==> src/dcpwm_pkg.sv <==
// Constants, field layout and types shared by the dual channel pulse width modulator.
package dcpwm_pkg;

    // ------------------------------------------------------------------
    // Bus and register map
    // ------------------------------------------------------------------
    localparam int DCPWM_ADDR_W = 16;
    localparam int DCPWM_DATA_W = 8;
    localparam logic [15:0] DCPWM_CTRL_ADDR = 16'h8025;
    localparam logic [15:0] DCPWM_DUTY1_ADDR = 16'h8026;
    localparam logic [15:0] DCPWM_DUTY2_ADDR = 16'h8027;
    localparam logic [15:0] DCPWM_MODE_ADDR = 16'h802b;
    localparam logic [7:0] DCPWM_CTRL_RST = 8'h00;
    localparam logic [7:0] DCPWM_MODE_RST = 8'h00;
    localparam logic [7:0] DCPWM_DUTY_RST = 8'h00;
    localparam logic [7:0] DCPWM_READ_UNMAPPED = 8'h00;

    // ------------------------------------------------------------------
    // Field positions
    // ------------------------------------------------------------------
    localparam int DCPWM_CH2_EN_BIT = 7;
    localparam int DCPWM_CH2_PS_MSB = 6;
    localparam int DCPWM_CH2_PS_LSB = 4;
    localparam int DCPWM_CH1_EN_BIT = 3;
    localparam int DCPWM_CH1_PS_MSB = 2;
    localparam int DCPWM_CH1_PS_LSB = 0;
    localparam int DCPWM_PS_W = 3;
    localparam int DCPWM_MODE_BIT = 0;
    localparam int DCPWM_LVR_MSB = 7;
    localparam int DCPWM_LVR_LSB = 6;
    localparam int DCPWM_LVR_W = 2;

    // ------------------------------------------------------------------
    // Counter widths and wrap points
    // ------------------------------------------------------------------
    localparam int DCPWM_CNT_W = 16;
    localparam int DCPWM_PS_CNT_W = 8;
    localparam logic [15:0] DCPWM_WRAP8 = 16'h00ff;
    localparam logic [15:0] DCPWM_WRAP16 = 16'hffff;
    localparam logic [7:0] DCPWM_ZERO_BYTE = 8'h00;

    typedef enum logic [0:0] {DCPWM_IDLE, DCPWM_RUN} dcpwm_state_t;

endpackage

==> src/dcpwm_chan_if.sv <==
// Interface joining a channel's control, its prescaler and its counter.
`timescale 1ns/1ns
interface dcpwm_chan_if;
    import dcpwm_pkg::*;
    logic enable;
    logic restart;
    logic [DCPWM_PS_W-1:0] prescaleSel;
    logic tick;
    modport ctrl(output enable, output restart, output prescaleSel);
    modport scaler(input enable, input restart, input prescaleSel, output tick);
    modport counter(input enable, input restart, input tick);
endinterface

==> src/dcpwm_top.sv <==
// Two channel pulse width modulator with its registers on the external data bus.
`timescale 1ns/1ns
module dcpwm_top (
    // Clock, reset and clock enable
    input wire logic clk,
    input wire logic rstn,
    input wire logic ce,
    // External data space access
    input wire logic [dcpwm_pkg::DCPWM_ADDR_W-1:0] extAddr,
    input wire logic [dcpwm_pkg::DCPWM_DATA_W-1:0] extWrData,
    input wire logic extWrEn,
    input wire logic extRdEn,
    output logic [dcpwm_pkg::DCPWM_DATA_W-1:0] extRdData,
    // Alternate function pins
    output logic portThreeBitSixOut,
    output logic portThreeBitSixOe,
    output logic portTwoBitZeroOut,
    output logic portTwoBitZeroOe,
    // Shared low voltage reset settings
    output logic [dcpwm_pkg::DCPWM_LVR_W-1:0] lowVoltResetCfg
);
    import dcpwm_pkg::*;

    // ------------------------------------------------------------------
    // Declarations
    // ------------------------------------------------------------------
    logic [DCPWM_DATA_W-1:0] channelControl_reg;
    logic [DCPWM_LVR_W-1:0] lowVoltReset_reg;
    logic wideMode_reg;
    logic [DCPWM_DATA_W-1:0] dutyValueOne_reg;
    logic [DCPWM_DATA_W-1:0] dutyValueTwo_reg;
    logic [DCPWM_DATA_W-1:0] extRdData_reg;
    logic [DCPWM_DATA_W-1:0] readMux;
    logic restart_reg;
    logic hitCtrl;
    logic hitDuty1;
    logic hitDuty2;
    logic hitMode;
    logic wrMode;
    logic modeChange;
    logic chanOneOutEnable;
    logic chanTwoOutEnable;
    logic [DCPWM_CNT_W-1:0] dutyOne;
    logic [DCPWM_CNT_W-1:0] dutyTwo;
    logic waveOne;
    logic waveTwo;

    dcpwm_chan_if chanOne ();
    dcpwm_chan_if chanTwo ();

    // ------------------------------------------------------------------
    // Address decode
    // ------------------------------------------------------------------
    assign hitCtrl = extAddr == DCPWM_CTRL_ADDR;
    assign hitDuty1 = extAddr == DCPWM_DUTY1_ADDR;
    assign hitDuty2 = extAddr == DCPWM_DUTY2_ADDR;
    assign hitMode = extAddr == DCPWM_MODE_ADDR;
    assign wrMode = extWrEn && hitMode;
    assign modeChange = wrMode && (extWrData[DCPWM_MODE_BIT] != wideMode_reg);

    // ------------------------------------------------------------------
    // Channel control register
    // ------------------------------------------------------------------
    always_ff @(posedge clk or negedge rstn) begin
        if (!rstn) begin
            channelControl_reg <= DCPWM_CTRL_RST;
        end else if (ce && extWrEn && hitCtrl) begin
            channelControl_reg <= extWrData;
        end
    end

    // ------------------------------------------------------------------
    // Width mode register, shared with the low voltage reset settings
    // ------------------------------------------------------------------
    always_ff @(posedge clk or negedge rstn) begin
        if (!rstn) begin
            wideMode_reg <= DCPWM_MODE_RST[DCPWM_MODE_BIT];
        end else if (ce && wrMode) begin
            wideMode_reg <= extWrData[DCPWM_MODE_BIT];
        end
    end

    // The upper bits are only stored and passed on; software keeps them intact.
    always_ff @(posedge clk or negedge rstn) begin
        if (!rstn) begin
            lowVoltReset_reg <= DCPWM_MODE_RST[DCPWM_LVR_MSB:DCPWM_LVR_LSB];
        end else if (ce && wrMode) begin
            lowVoltReset_reg <= extWrData[DCPWM_LVR_MSB:DCPWM_LVR_LSB];
        end
    end

    assign lowVoltResetCfg = lowVoltReset_reg;

    // A width change restarts both channels from a clean period.
    always_ff @(posedge clk or negedge rstn) begin
        if (!rstn) begin
            restart_reg <= 1'b0;
        end else if (ce) begin
            restart_reg <= modeChange;
        end
    end

    // ------------------------------------------------------------------
    // Duty registers
    // ------------------------------------------------------------------
    always_ff @(posedge clk or negedge rstn) begin
        if (!rstn) begin
            dutyValueOne_reg <= DCPWM_DUTY_RST;
        end else if (ce && extWrEn && hitDuty1) begin
            dutyValueOne_reg <= extWrData;
        end
    end

    always_ff @(posedge clk or negedge rstn) begin
        if (!rstn) begin
            dutyValueTwo_reg <= DCPWM_DUTY_RST;
        end else if (ce && extWrEn && hitDuty2) begin
            dutyValueTwo_reg <= extWrData;
        end
    end

    // ------------------------------------------------------------------
    // Read back
    // ------------------------------------------------------------------
    always_comb begin
        readMux = DCPWM_READ_UNMAPPED;
        if (hitCtrl) begin
            readMux = channelControl_reg;
        end else if (hitDuty1) begin
            readMux = dutyValueOne_reg;
        end else if (hitDuty2) begin
            readMux = dutyValueTwo_reg;
        end else if (hitMode) begin
            readMux[DCPWM_LVR_MSB:DCPWM_LVR_LSB] = lowVoltReset_reg;
            readMux[DCPWM_MODE_BIT] = wideMode_reg;
        end
    end

    always_ff @(posedge clk or negedge rstn) begin
        if (!rstn) begin
            extRdData_reg <= DCPWM_READ_UNMAPPED;
        end else if (ce && extRdEn) begin
            extRdData_reg <= readMux;
        end
    end

    assign extRdData = extRdData_reg;

    // ------------------------------------------------------------------
    // Channel setup
    // ------------------------------------------------------------------
    assign chanOneOutEnable = channelControl_reg[DCPWM_CH1_EN_BIT];
    assign chanTwoOutEnable = channelControl_reg[DCPWM_CH2_EN_BIT];

    assign chanOne.enable = chanOneOutEnable;
    assign chanOne.restart = restart_reg;
    assign chanOne.prescaleSel = channelControl_reg[DCPWM_CH1_PS_MSB:DCPWM_CH1_PS_LSB];
    // Channel two has no waveform of its own in wide mode.
    assign chanTwo.enable = chanTwoOutEnable && !wideMode_reg;
    assign chanTwo.restart = restart_reg;
    assign chanTwo.prescaleSel = channelControl_reg[DCPWM_CH2_PS_MSB:DCPWM_CH2_PS_LSB];

    // Wide mode joins both bytes with channel two as the high byte.
    assign dutyOne = wideMode_reg ? {dutyValueTwo_reg, dutyValueOne_reg}
                                  : {DCPWM_ZERO_BYTE, dutyValueOne_reg};
    assign dutyTwo = {DCPWM_ZERO_BYTE, dutyValueTwo_reg};

    // ------------------------------------------------------------------
    // Channels
    // ------------------------------------------------------------------
    dcpwm_prescaler #(.PS_CNT_W(DCPWM_PS_CNT_W)) chanOneScaler (
        .clk(clk),
        .rstn(rstn),
        .ce(ce),
        .chan(chanOne.scaler)
    );

    dcpwm_counter #(.CNT_W(DCPWM_CNT_W)) chanOneCounter (
        .clk(clk),
        .rstn(rstn),
        .ce(ce),
        .chan(chanOne.counter),
        .wideMode(wideMode_reg),
        .duty(dutyOne),
        .pwmOut(waveOne)
    );

    dcpwm_prescaler #(.PS_CNT_W(DCPWM_PS_CNT_W)) chanTwoScaler (
        .clk(clk),
        .rstn(rstn),
        .ce(ce),
        .chan(chanTwo.scaler)
    );

    dcpwm_counter #(.CNT_W(DCPWM_CNT_W)) chanTwoCounter (
        .clk(clk),
        .rstn(rstn),
        .ce(ce),
        .chan(chanTwo.counter),
        .wideMode(1'b0),
        .duty(dutyTwo),
        .pwmOut(waveTwo)
    );

    // ------------------------------------------------------------------
    // Pins
    // ------------------------------------------------------------------
    // A disabled channel releases its pin; an enabled one drives it.
    assign portThreeBitSixOut = waveOne;
    assign portThreeBitSixOe = chanOneOutEnable;
    assign portTwoBitZeroOut = waveTwo;
    assign portTwoBitZeroOe = chanTwoOutEnable;
endmodule

==> src/dcpwm_prescaler.sv <==
// Power of two prescaler that turns the system clock into counting ticks.
`timescale 1ns/1ns
module dcpwm_prescaler #(
    parameter int PS_CNT_W = 8
) (
    // Clock and control
    input wire logic clk,
    input wire logic rstn,
    input wire logic ce,
    // Channel link
    dcpwm_chan_if.scaler chan
);
    import dcpwm_pkg::*;

    logic [PS_CNT_W-1:0] divCount_reg;
    logic [PS_CNT_W:0] ratio;
    logic [PS_CNT_W-1:0] lastCount;
    logic atLast;

    // Ratio is two shifted by the select code.
    always_comb begin
        ratio = (PS_CNT_W+1)'(2) << chan.prescaleSel;
        lastCount = PS_CNT_W'(ratio - (PS_CNT_W+1)'(1));
    end

    // A select lowered below the running count ends the cycle at once.
    assign atLast = divCount_reg >= lastCount;
    assign chan.tick = ce && chan.enable && !chan.restart && atLast;

    always_ff @(posedge clk or negedge rstn) begin
        if (!rstn) begin
            divCount_reg <= '0;
        end else if (ce) begin
            if (!chan.enable || chan.restart || atLast) begin
                divCount_reg <= '0;
            end else begin
                divCount_reg <= divCount_reg + PS_CNT_W'(1);
            end
        end
    end
endmodule

==> src/dcpwm_counter.sv <==
// Period counter and duty comparator of one modulator channel.
`timescale 1ns/1ns
module dcpwm_counter #(
    parameter int CNT_W = 16
) (
    // Clock and control
    input wire logic clk,
    input wire logic rstn,
    input wire logic ce,
    // Channel link
    dcpwm_chan_if.counter chan,
    // Setup
    input wire logic wideMode,
    input wire logic [CNT_W-1:0] duty,
    // Waveform
    output logic pwmOut
);
    import dcpwm_pkg::*;

    dcpwm_state_t state_reg;
    dcpwm_state_t state_next;
    logic [CNT_W-1:0] count_reg;
    logic [CNT_W-1:0] shadowDuty_reg;
    logic [CNT_W-1:0] wrapValue;
    logic atWrap;
    logic pwmOut_reg;

    // --------------------------------------------------------------------
    // Period length
    // --------------------------------------------------------------------
    assign wrapValue = wideMode ? CNT_W'(DCPWM_WRAP16) : CNT_W'(DCPWM_WRAP8);
    assign atWrap = count_reg == wrapValue;

    always_comb begin
        case (state_reg)
            DCPWM_IDLE: state_next = chan.enable ? DCPWM_RUN : DCPWM_IDLE;
            DCPWM_RUN: state_next = chan.enable ? DCPWM_RUN : DCPWM_IDLE;
            default: state_next = DCPWM_IDLE;
        endcase
    end

    always_ff @(posedge clk or negedge rstn) begin
        if (!rstn) begin
            state_reg <= DCPWM_IDLE;
        end else if (ce) begin
            state_reg <= state_next;
        end
    end

    // --------------------------------------------------------------------
    // Free running counter
    // --------------------------------------------------------------------
    always_ff @(posedge clk or negedge rstn) begin
        if (!rstn) begin
            count_reg <= '0;
        end else if (ce) begin
            if (state_reg != DCPWM_RUN || chan.restart) begin
                count_reg <= '0;
            end else if (chan.tick) begin
                count_reg <= atWrap ? '0 : count_reg + CNT_W'(1);
            end
        end
    end

    // --------------------------------------------------------------------
    // Duty shadow, loaded while stopped or at the end of a period
    // --------------------------------------------------------------------
    always_ff @(posedge clk or negedge rstn) begin
        if (!rstn) begin
            shadowDuty_reg <= '0;
        end else if (ce) begin
            if (state_reg != DCPWM_RUN || chan.restart || (chan.tick && atWrap)) begin
                shadowDuty_reg <= duty;
            end
        end
    end

    // --------------------------------------------------------------------
    // Compare
    // --------------------------------------------------------------------
    always_ff @(posedge clk or negedge rstn) begin
        if (!rstn) begin
            pwmOut_reg <= 1'b0;
        end else if (ce) begin
            // The enable gates the compare, not the state, so the first count lasts a full tick.
            pwmOut_reg <= chan.enable && (count_reg < shadowDuty_reg);
        end
    end

    assign pwmOut = pwmOut_reg;
endmodule

==> config.mk <==
export PLATFORM = sky130hd
export DESIGN_NAME = dcpwm_top
export DESIGN_NICKNAME = d
export VERILOG_FILES = /design/src/dcpwm_pkg.sv /design/src/dcpwm_chan_if.sv /design/src/dcpwm_top.sv /design/src/dcpwm_prescaler.sv /design/src/dcpwm_counter.sv
export SDC_FILE = /design/constraint.sdc
export NUM_CORES = 1
export LEC_CHECK = 0
export ABC_AREA = 1
export ABC_CLOCK_PERIOD_IN_PS = 2650
export BUFFER_PORTS_ARGS = -buffer_cell sky130_fd_sc_hd__buf_2
export CAP_MARGIN = 25
export CORE_MARGIN = 2
export CORE_UTILIZATION = 52
export CTS_BUF_LIST = sky130_fd_sc_hd__clkbuf_8 sky130_fd_sc_hd__clkbuf_16
export CTS_CLUSTER_DIAMETER = 200
export CTS_CLUSTER_SIZE = 40
export DETAILED_ROUTE_END_ITERATION = 8
export PLACE_DENSITY = 0.73
export SYNTH_ARGS = -nofsm -noshare
export SYNTH_HDL_FRONTEND = slang
export SYNTH_SLANG_ARGS = --single-unit
==> constraint.sdc <==
create_clock -name clk -period 2.65 [get_ports clk]
set_clock_uncertainty 0.1 [all_clocks]
set_input_delay 0.265 -clock clk [delete_from_list [all_inputs] [get_ports clk]]
set_output_delay 0.265 -clock clk [all_outputs]
set_load 0.05 [all_outputs]
==> results.toml, run 1 <==
[logic_synthesis]
synthesis.area_mm2 = 0.00701
synth_xor_area_share_pct = 1.75
avgSynthCellArea_um2 = 7.48
synth.top_cells.by_area = "dfrtp_1 40%, nand2_1 16%, ha_1 7.1%"
synth-edff-count = 0
synth_top_area_share_pct = 40.0
synth_cells = 938
yosysWarnings = 0
async_flop_share_pct = 100
ys_ff_latch = 112
synth_compound_area_share_pct = 9.21
synthFlopType = "dfrtp_1"
synth_top_family_by_area = "simple AND/OR/NAND/NOR gates"
synthSimpleGateAreaFrac_pct = 33.8
ys_types = 39
synthMuxAreaShare_pct = 0
syn_nets = 1007
synth_top_area_cell = "dfrtp_1"
ys_seq_area_share_pct = 40.0
synth_fa_ha_area_share_pct = 7.14

[final_layout]
layout.nets = 1043
antenna_cells = 0
nFillCells = 1188
multi_input_area_mm2 = 0.00365
seqCellArea_mm2 = 0.00280
final_area_mm2 = 0.00767
areaGrowthSynthToFinish_pct = 9.40
layout-drive-gt1-share_pct = 13.1

[global_route]
grt_overflow = 0
grt_max_degree = 41
grt_use_total_pct = 23.6
grt_pass1_vias = 5725
grt_pass1_wl_mm = 27.5
antenna_found_initial = 0

[floorplan]
rows = 42
die_x_um = 120
io_pins = 43
core_area_mm2 = 0.0132
die_height_um = 120
die_area_mm2 = 0.0144
initial_utilization_pct = 53.2

[critical_path]
critical_path_class = "reg -> reg"
cp_max_fo = 27
endpoint_kind = "register"
reg2reg_depth = 16
regToRegStartpoint = "channelControl_reg[0]"
cp.arrival_ns = 2.50
cp-start-kind = "register"
r2r-end = "chanOneCounter.count_reg[15]"
r2r_setup_slack_ns = 0.31
cp.required_ns = 2.81

[route]
ant_nets = 0
wl_mm = 15.8
viasPerCell = 5.22
drc = 0
drtIter0Drc = 278
vias = 6029
wl_per_cell_um = 13.7
drtPass1Iterations = 5

[clock_tree]
numClockSinks = 112
clock_latency_ns = 0.36
clk_pin_slew_ns = 0.07
htreeDepth = 3
cts_max_path_buffers = 2
cts-root-buf = "clkbuf_16"
numCtsBuffers = 9
cts_tree = "yes"

[sta]
fin_crit_sh_pct = 88.2
finalHoldViolCount = 0
fin_tns_setup_ns = 0
holdWs_ns = 0.124
setup_viol = 0
tightest_slew_ns = 0.570
max_freq_mhz = 428
period_needed_ns = 2.34
slew_viol_final = 0
rsz0062_at_grt = "false"
fin_ws_ns = 0.312
slew_headroom_pct = 61.9

[worst_hold_path]
hold_end = "chanOne.restart"
min_delay_path_depth = 3
hp-class = "in -> reg"
min-delay-start = "extWrData[0]"

[power_and_ir_drop]
p_per_area_mw_per_mm2 = 424
ir_drop_mv = 0.342
p_leak_uw = 0.00389

[placement]
place.gp.congestion = 0.852
placement.io_buffers = 42
dp_hpwl_mm = 11.8
place_area_mm2 = 0.00735
place_ws_ns = 0.185

[run_status]
outcome = "finished, final reports clean"

[run]
max-cap-violations = 0
==> power by group <==
group	leakage (µW)	internal, µW	total [µW]	switching [µW]
sequential	0.00156	1710	1710	1.84
clock	0.000147	755	1390	640
combinational	0.00218	40.9	151	110
==> synthesized netlist by cell type (6+ instances only) <==
library cell,number
nand2_1,307
dfrtp_1,112
inv_1,104
nor2_1,86
nand3_1,77
ha_1,40
o21ai_2,30
o21ai_0,29
a21oi_1,21
nand4_1,20
nor3_1,11
o21ai_1,11
xor2_1,11
nand2_2,10
buf_6,7
nand2_4,7
buf_2,6
buf_4,6
clkbuf_1,6
nor2_2,6
==> metrics by stage <==
stage	util, %	std cells	total power, µW
after floorplan	-	938	1810
after global placement	55.7	1138	1890
after detailed placement	55.7	1138	1900
after CTS	58.1	1155	3280
after global routing	58.2	1155	3360
final	58.2	1155	3260
==> routing by layer <==
metal  track usage [%]  part of all wire [%]  vias up
met5                 0                     0        -
li1                  -                     -     3081
met2              37.9                    47      138
met4              10.2                   2.8        0
met3              2.76                   4.0       28
met1              32.4                    47     2782
==> critical path: stages, from the launching register on <==
cell,delay [ns]
dfrtp_1,0.42
or2_2,0.32
nor2_1,0.12
ha_1,0.24
nand2_1,0.06
nand2_1,0.04
nand2_1,0.05
nand2_1,0.04
nand2_1,0.07
nand2_1,0.08
nand2_2,0.14
nand2_4,0.14
buf_6,0.21
nand2_1,0.08
nand2_1,0.04
nand2_1,0.05
inv_1,0.03
==> placed cells by master (no fill, tap or decap), types with 2 or more instances in the layout <==
cell type / instances
clkbuf_16: 9
nand2_1: 306
or2_2: 3
buf_2: 41
o21ai_0: 29
dfrtp_1: 112
xnor2_1: 3
o21bai_1: 3
inv_1: 106
nor3_1: 11
nand2_2: 11
and2_1: 3
o21ai_1: 11
nand2_4: 6
nor2_4: 2
a211oi_1: 2
nor3b_1: 3
nor2_2: 6
nand4_1: 20
buf_4: 5
nor2_1: 86
buf_12: 2
a21oi_1: 21
clkinvlp_4: 2
ha_1: 40
nand3_1: 77
xor2_1: 11
o21ai_2: 30
==> area by class of cell <==
type	instances	share of cell area, %
multi-input cells	696	47.6
flip-flops and latches	112	36.5
inverters	105	5.14
repair buffers	50	3.96
clock buffers	10	3.11
well taps	176	2.87
clock inverters	6	0.799
==> logic make-up after synthesis <==
| kind of cell | count (synthesis) |
|---|---|
| AO/OA/AOI/OAI | 101 |
| XOR/XNOR | 14 |
| adder cells (fa/ha/maj) | 40 |
| buffers and inverters | 130 |
| flip-flops | 112 |
| AND/OR/NAND/NOR | 541 |
==> repair_timing <==
item / 4_1_cts / 5_1_grt
endpoints found under the setup margin: 0 / 8
setup buffers: 0 / 0
hold buffers: 1 / 0
resized for setup: 0 / 3
endpoints found under the hold margin: 25 / 0
==> how the worst max path moves through the flow <==
stage,start,endpoint,slack (ns),depth (start not counted)
6_report,channelControl_reg[0],chanOneCounter.count_reg[15],0.31,16
3_3_place_gp,channelControl_reg[1],chanOneCounter.count_reg[15],0.28,16
2_1_floorplan,channelControl_reg[1],chanOneCounter.count_reg[3],0.54,16
3_5_place_dp,channelControl_reg[0],chanOneCounter.count_reg[15],0.19,16
5_1_grt,channelControl_reg[0],chanOneCounter.count_reg[7],0.11,15
4_1_cts,channelControl_reg[0],chanOneCounter.count_reg[15],0.18,16
(Power assumes the default switching activity.)
==> inputs of run 2 (changes only) <==
Settings changed: GPL_ROUTABILITY_DRIVEN set to 1, PLACE_DENSITY 0.73 to 0.7.
==> run 2 against run 1 <==
  * Via count fell by 1.2%
  * Sequential power is essentially flat
  * Total power is 1.6% lower
  * Fmax shrank 2.2%
  * Final cell count is 0.26% higher
  * Core utilization shrank 0.14 points
  * Setup slack lost 0.053 ns
  * Die area unchanged
==> results.toml, run 2 (synthesis gave the netlist of run 1 again) <==
[sta]
slew_headroom_pct = 61.2
rsz0062_at_grt = "false"
fin_crit_sh_pct = 90.2
slew_viol_final = 0
tightest_slew_ns = 0.582
holdWs_ns = 0.136
fin_tns_setup_ns = 0
max_freq_mhz = 418
period_needed_ns = 2.39
setup_viol = 0
finalHoldViolCount = 0

[clock_tree]
numClockSinks = 112
clk_pin_slew_ns = 0.07
htreeDepth = 3
cts_max_path_buffers = 2
numCtsBuffers = 9
post_cts_buffers = 0
clock_latency_ns = 0.37
cts-root-buf = "clkbuf_16"
cts_tree = "yes"

[placement]
dp_hpwl_mm = 11.9
placement.io_buffers = 42
place.gp.congestion = 0.838
dp.cells = 1141

[global_route]
grt_pass1_vias = 5742
antenna_found_initial = 0
grt_overflow = 0
grt_use_total_pct = 24.2
grt_max_degree = 48
grt_pass1_wl_mm = 27.9

[final_layout]
fin_util_pct = 58.0
stdcell_count = 1158
layout_common_cells = "307 x nand2_1, 112 x dfrtp_1, 105 x inv_1, 86 x nor2_1, 77 x nand3_1"
areaGrowthSynthToFinish_pct = 9.13
layout-drive-gt1-share_pct = 13.3
layout.nets = 1046
layout_commonest_cell = "nand2_1"
antenna_cells = 0

[critical_path]
crit_buf_inv = 2
crit_chain = "or2_2 > nor2_1 > ha_1 > nand2_1 > nand2_1 > nand2_1 > nand2_1 > nand2_1 > nand2_1 > nand2_1 > nand2_4 > buf_6 > nand2_1 > nand2_1 > nand2_1 > inv_1"
cp.required_ns = 2.81
cp-start-kind = "register"
critical_path_class = "reg -> reg"
cp_max_fo = 35
cp_top_family = "simple AND/OR/NAND/NOR gates"
cp_num_cells = 16
path_common_cell = "nand2_1"
slowest_stage = "dfrtp_1"
cp.arrival_ns = 2.56
critPathMaxStageDelay_ns = 0.44
reg2reg_depth = 16
endpoint_kind = "register"

[route]
drtIter0Drc = 387
vias = 5957
wl_mm = 16.1
viasPerCell = 5.14
drc = 0
ant_nets = 0
drtPass1Iterations = 7
wl_per_cell_um = 13.9

[power_and_ir_drop]
p_per_area_mw_per_mm2 = 419
p_leak_uw = 0.00389
ir_drop_mv = 0.340
power_uw = 3200

[floorplan]
die_x_um = 120
initial_utilization_pct = 53.2
core_area_mm2 = 0.0132
io_pins = 43
rows = 42
die_height_um = 120
die_area_mm2 = 0.0144

[run]
max-cap-violations = 0

[worst_hold_path]
hp-class = "in -> reg"
min_delay_path_depth = 3

[run_status]
outcome = "finished, final reports clean"
## run 2: cell count changes in the layout (fill, tap and decap cells not counted), sizes merged
| cell | before | now |
|---|---|---|
| clkinv | 1 | 2 |
| clkbuf | 10 | 11 |
| clkinvlp | 2 | 1 |
| buf | 49 | 52 |
| bufinv | 1 | 0 |
## run 2: worst paths after layout
check,start,end,slack [ns]
worst min-delay path,extWrData[0],chanOne.restart,0.14
worst max-delay path,channelControl_reg[1],chanOneCounter.count_reg[15],0.26
max in group asynchronous,rstn,channelControl_reg[2],1.36
worst max register to register,channelControl_reg[1],chanOneCounter.count_reg[15],0.26
worst min register to register,chanTwoCounter.shadowDuty_reg[6],chanTwoCounter.shadowDuty_reg[6],0.37
min in group asynchronous,rstn,chanTwoScaler.divCount_reg[6],0.34
## run 2: what timing repair did
item | 4_1_cts | 5_1_grt
resized for setup | 0 | 1
hold buffers | 1 | 0
endpoints found under the hold margin | 42 | 0
setup endpoints to repair | 0 | 5
## run 2: final cells by class
type                    count  area [µm²]
fillers                  1242        5540
multi-input cells         696        3640
flip-flops and latches    112        2800
inverters                 105         394
repair buffers             53         314
clock buffers              11         253
well taps                 176         220
clock inverters             5        30.0
## run 2: layer usage
| metal | vias to the layer above | wire [µm] | global-route usage (%) |
|---|---|---|---|
| met5 | - | 0 | 0 |
| met4 | 0 | 487 | 10.7 |
| met2 | 152 | 7010 | 37.3 |
| li1 | 3085 | - | - |
| met1 | 2690 | 7840 | 34.1 |
| met3 | 30 | 724 | 3.61 |
## run 2: worst register-to-register path: stages, from the launching register on
cell and delay [ns]:
dfrtp_1 0.44, or2_2 0.31, nor2_1 0.10, ha_1 0.24, nand2_1 0.07, nand2_1 0.05, nand2_1 0.05, nand2_1 0.05
nand2_1 0.08, nand2_1 0.08, nand2_1 0.21, nand2_4 0.09, buf_6 0.20, nand2_1 0.11, nand2_1 0.05, nand2_1 0.06
inv_1 0.03
## run 2: metrics by stage
step	setup WS [ns]	cell area, µm²
global placement	0.303	7360
detailed placement	0.228	7360
global route	0.0227	7650
floorplan	0.544	7010
finish	0.259	7650
CTS	0.220	7650
## run 2: report_power, final
part	switching, µW	total [µW]	internal, µW
sequential	1.80	1710	1710
clock	655	1340	687
combinational	111	150	39.4
==> inputs of run 3 (changes only) <==
Settings changed: ABC_AREA 1 to unset.
==> run 3 against run 2 <==
  * Critical path type unchanged
  * Synthesized cell count decreased by 35%
  * Sequential share of layout area increased by 3.1 points
  * Total power increased by 3.1%
  * Synthesized area decreased by 11%
  * Combinational power decreased by 13%
  * Global-route usage increased by 0.61 points
  * Worst hold slack got worse by 0.035 ns
  * Critical path depth decreased by 7
  * Non-clock buffer count increased by 9
  * Core utilization increased by 1.6 points
  * Final cell count decreased by 29%
==> results.toml, run 3 <==
[sta]
tightest_slew_ns = 0.559
setup_viol = 0
finalHoldViolCount = 0
max_freq_mhz = 390
rsz0062_at_grt = "true"
slew_viol_final = 0
slew_headroom_pct = 62.7
fin_crit_sh_pct = 96.8
period_needed_ns = 2.57
fin_tns_setup_ns = 0

[critical_path]
r2r_setup_slack_ns = 0.08
cp.required_ns = 2.84
endpoint_kind = "register"
critPathMaxStageDelay_ns = 0.53
critical_path_class = "reg -> reg"
cp_num_cells = 9
cp.arrival_ns = 2.75
slowest_stage = "or4_1"
reg2reg_depth = 9
cp-start-kind = "register"
crit_buf_inv = 1
cp_max_fo = 18
crit_chain = "o21ai_0 > ha_1 > nand4_1 > a21o_1 > a21boi_2 > o21ai_1 > buf_6 > or4_1 > a21oi_2"
cp_top_family = "compound AO/OA/AOI/OAI gates"

[logic_synthesis]
async_flop_share_pct = 100
ys_types = 65
yosys.cell_count.top_type = "dfrtp_1"
synth_top_area_share_pct = 44.9
avgSynthCellArea_um2 = 10.2
synth_common_cells = "112 x dfrtp_1, 61 x nand2_1, 41 x o21ai_0, 40 x ha_1, 38 x mux2_2"
ys_ff_latch = 112
syn_nets = 680
ys_seq_area_share_pct = 44.9
synth_top_area_cell = "dfrtp_1"
synthesis.area_mm2 = 0.00625
synth.top_cells.by_area = "dfrtp_1 45%, ha_1 8.0%, mux2_2 6.8%"
yosysWarnings = 0
synth_cells = 611
synthFlopType = "dfrtp_1"
synth-edff-count = 0

[final_layout]
layout_common_cells = "106 x dfrtp_1, 61 x nand2_1, 41 x o21ai_0, 41 x buf_2, 40 x ha_1"
seqCellArea_mm2 = 0.00281
multi_input_area_mm2 = 0.00323
antenna_cells = 0
nFillCells = 1022
layout.nets = 736
stdcell_count = 819
layout-drive-gt1-share_pct = 20.7
layout_commonest_cell = "dfrtp_1"
areaGrowthSynthToFinish_pct = 13.1

[power_and_ir_drop]
p_leak_uw = 0.00325
ir_drop_mv = 0.300
p_per_area_mw_per_mm2 = 467

[route]
wl_mm = 14.9
viasPerCell = 6.09
drc = 0
ant_nets = 0
vias = 4989
drtIter0Drc = 455
drtPass1Iterations = 8
wl_per_cell_um = 18.2

[run]
max-cap-violations = 0

[floorplan]
core_area_mm2 = 0.0119
die_area_mm2 = 0.0129
rows = 40
die_height_um = 114
die_x_um = 114
io_pins = 43
initial_utilization_pct = 52.7

[clock_tree]
cts_max_path_buffers = 2
clock_latency_ns = 0.36
cts-root-buf = "clkbuf_16"
htreeDepth = 3
clk_pin_slew_ns = 0.07
cts_tree = "yes"
numClockSinks = 112
numCtsBuffers = 9

[global_route]
antenna_found_initial = 0
grt_pass1_vias = 4967
grt_pass1_wl_mm = 25.2
grt_max_degree = 69
grt_use_total_pct = 24.9
grt_overflow = 0

[placement]
placement.io_buffers = 42
place.gp.congestion = 0.922
dp_hpwl_mm = 11.1
dp.cells = 800

[worst_hold_path]
min_delay_path_depth = 3
hp-class = "in -> reg"

[run_status]
outcome = "finished, final reports clean"
-- run 3: final timing paths --
| path | endpoint | from |
|---|---|---|
| min in group asynchronous | chanOneCounter.shadowDuty_reg[5] | rstn |
| setup / recovery | chanOneCounter.count_reg[11] | channelControl_reg[2] |
| hold reg to reg | extRdData[1] | extRdData[1] |
| setup reg to reg | chanOneCounter.count_reg[11] | channelControl_reg[2] |
| hold / removal | channelControl_reg[2] | extWrData[2] |
| max in group asynchronous | channelControl_reg[0] | rstn |
-- run 3: cells by family after synthesis --
family | count (synthesis) | share of synthesized area, %
AND/OR/NAND/NOR | 197 | 16.7
buffers and inverters | 51 | 3.72
AO/OA/AOI/OAI | 146 | 15.5
flip-flops | 112 | 44.9
multiplexers | 52 | 9.33
adder cells (fa/ha/maj) | 40 | 8.01
XOR/XNOR | 13 | 1.82
-- run 3: what timing repair did --
item                                    in CTS  in global routing
endpoints found under the hold margin       18                  0
setup buffers                                0                  2
hold buffers                                 1                  0
gates resized for setup                      2                 10
pin swaps                                    0                  1
endpoints found under the setup margin       5                 28
-- run 3: worst min-delay path, delay by kind of cell --
kind / cells / cell delay [ns]
buffers and inverters: 1 / 0.12
AOI/OAI and AO/OA: 1 / 0.08
and+or+nand+nor: 1 / 0.05
-- run 3: routing by layer --
layer	up-vias	global-route usage [%]	wire length (µm)
li1	2359	-	-
met1	2455	36.5	7060
met5	-	0	0
met2	152	38.2	6780
met3	23	3.08	783
met4	0	8.94	306
-- run 3: final cells by class --
class                   instances  share of cell area, %
clock buffers                   9                   3.19
clock inverters                 7                   1.38
inverters                      34                   1.81
multi-input cells             448                   45.7
flip-flops and latches        112                   39.8
well taps                     147                   2.60
repair buffers                 62                   5.58
-- run 3: through the flow --
step | cell area [µm²] | total power [µW] | hold WS [ns] | util, % | setup WS, ns
2_1_floorplan | 6250 | 1790 | -0.131 | - | 0.139
3_3_place_gp | 6690 | 1870 | 0.0588 | 56.4 | 0.192
3_5_place_dp | 6690 | 1870 | 0.0592 | 56.4 | -0.0388
4_1_cts | 7030 | 3330 | 0.0952 | 59.3 | 0.0202
5_1_grt | 7070 | 3410 | 0.105 | 59.6 | -0.0505
6_report | 7070 | 3300 | 0.102 | 59.6 | 0.0848
-- run 3: report_power, final --
| group | internal, µW | switching (µW) | leakage, µW |
|---|---|---|---|
| Clock | 830 | 634 | 0.000157 |
| Sequential | 1710 | 0.155 | 0.00155 |
| Combinational | 40.5 | 90.6 | 0.00155 |
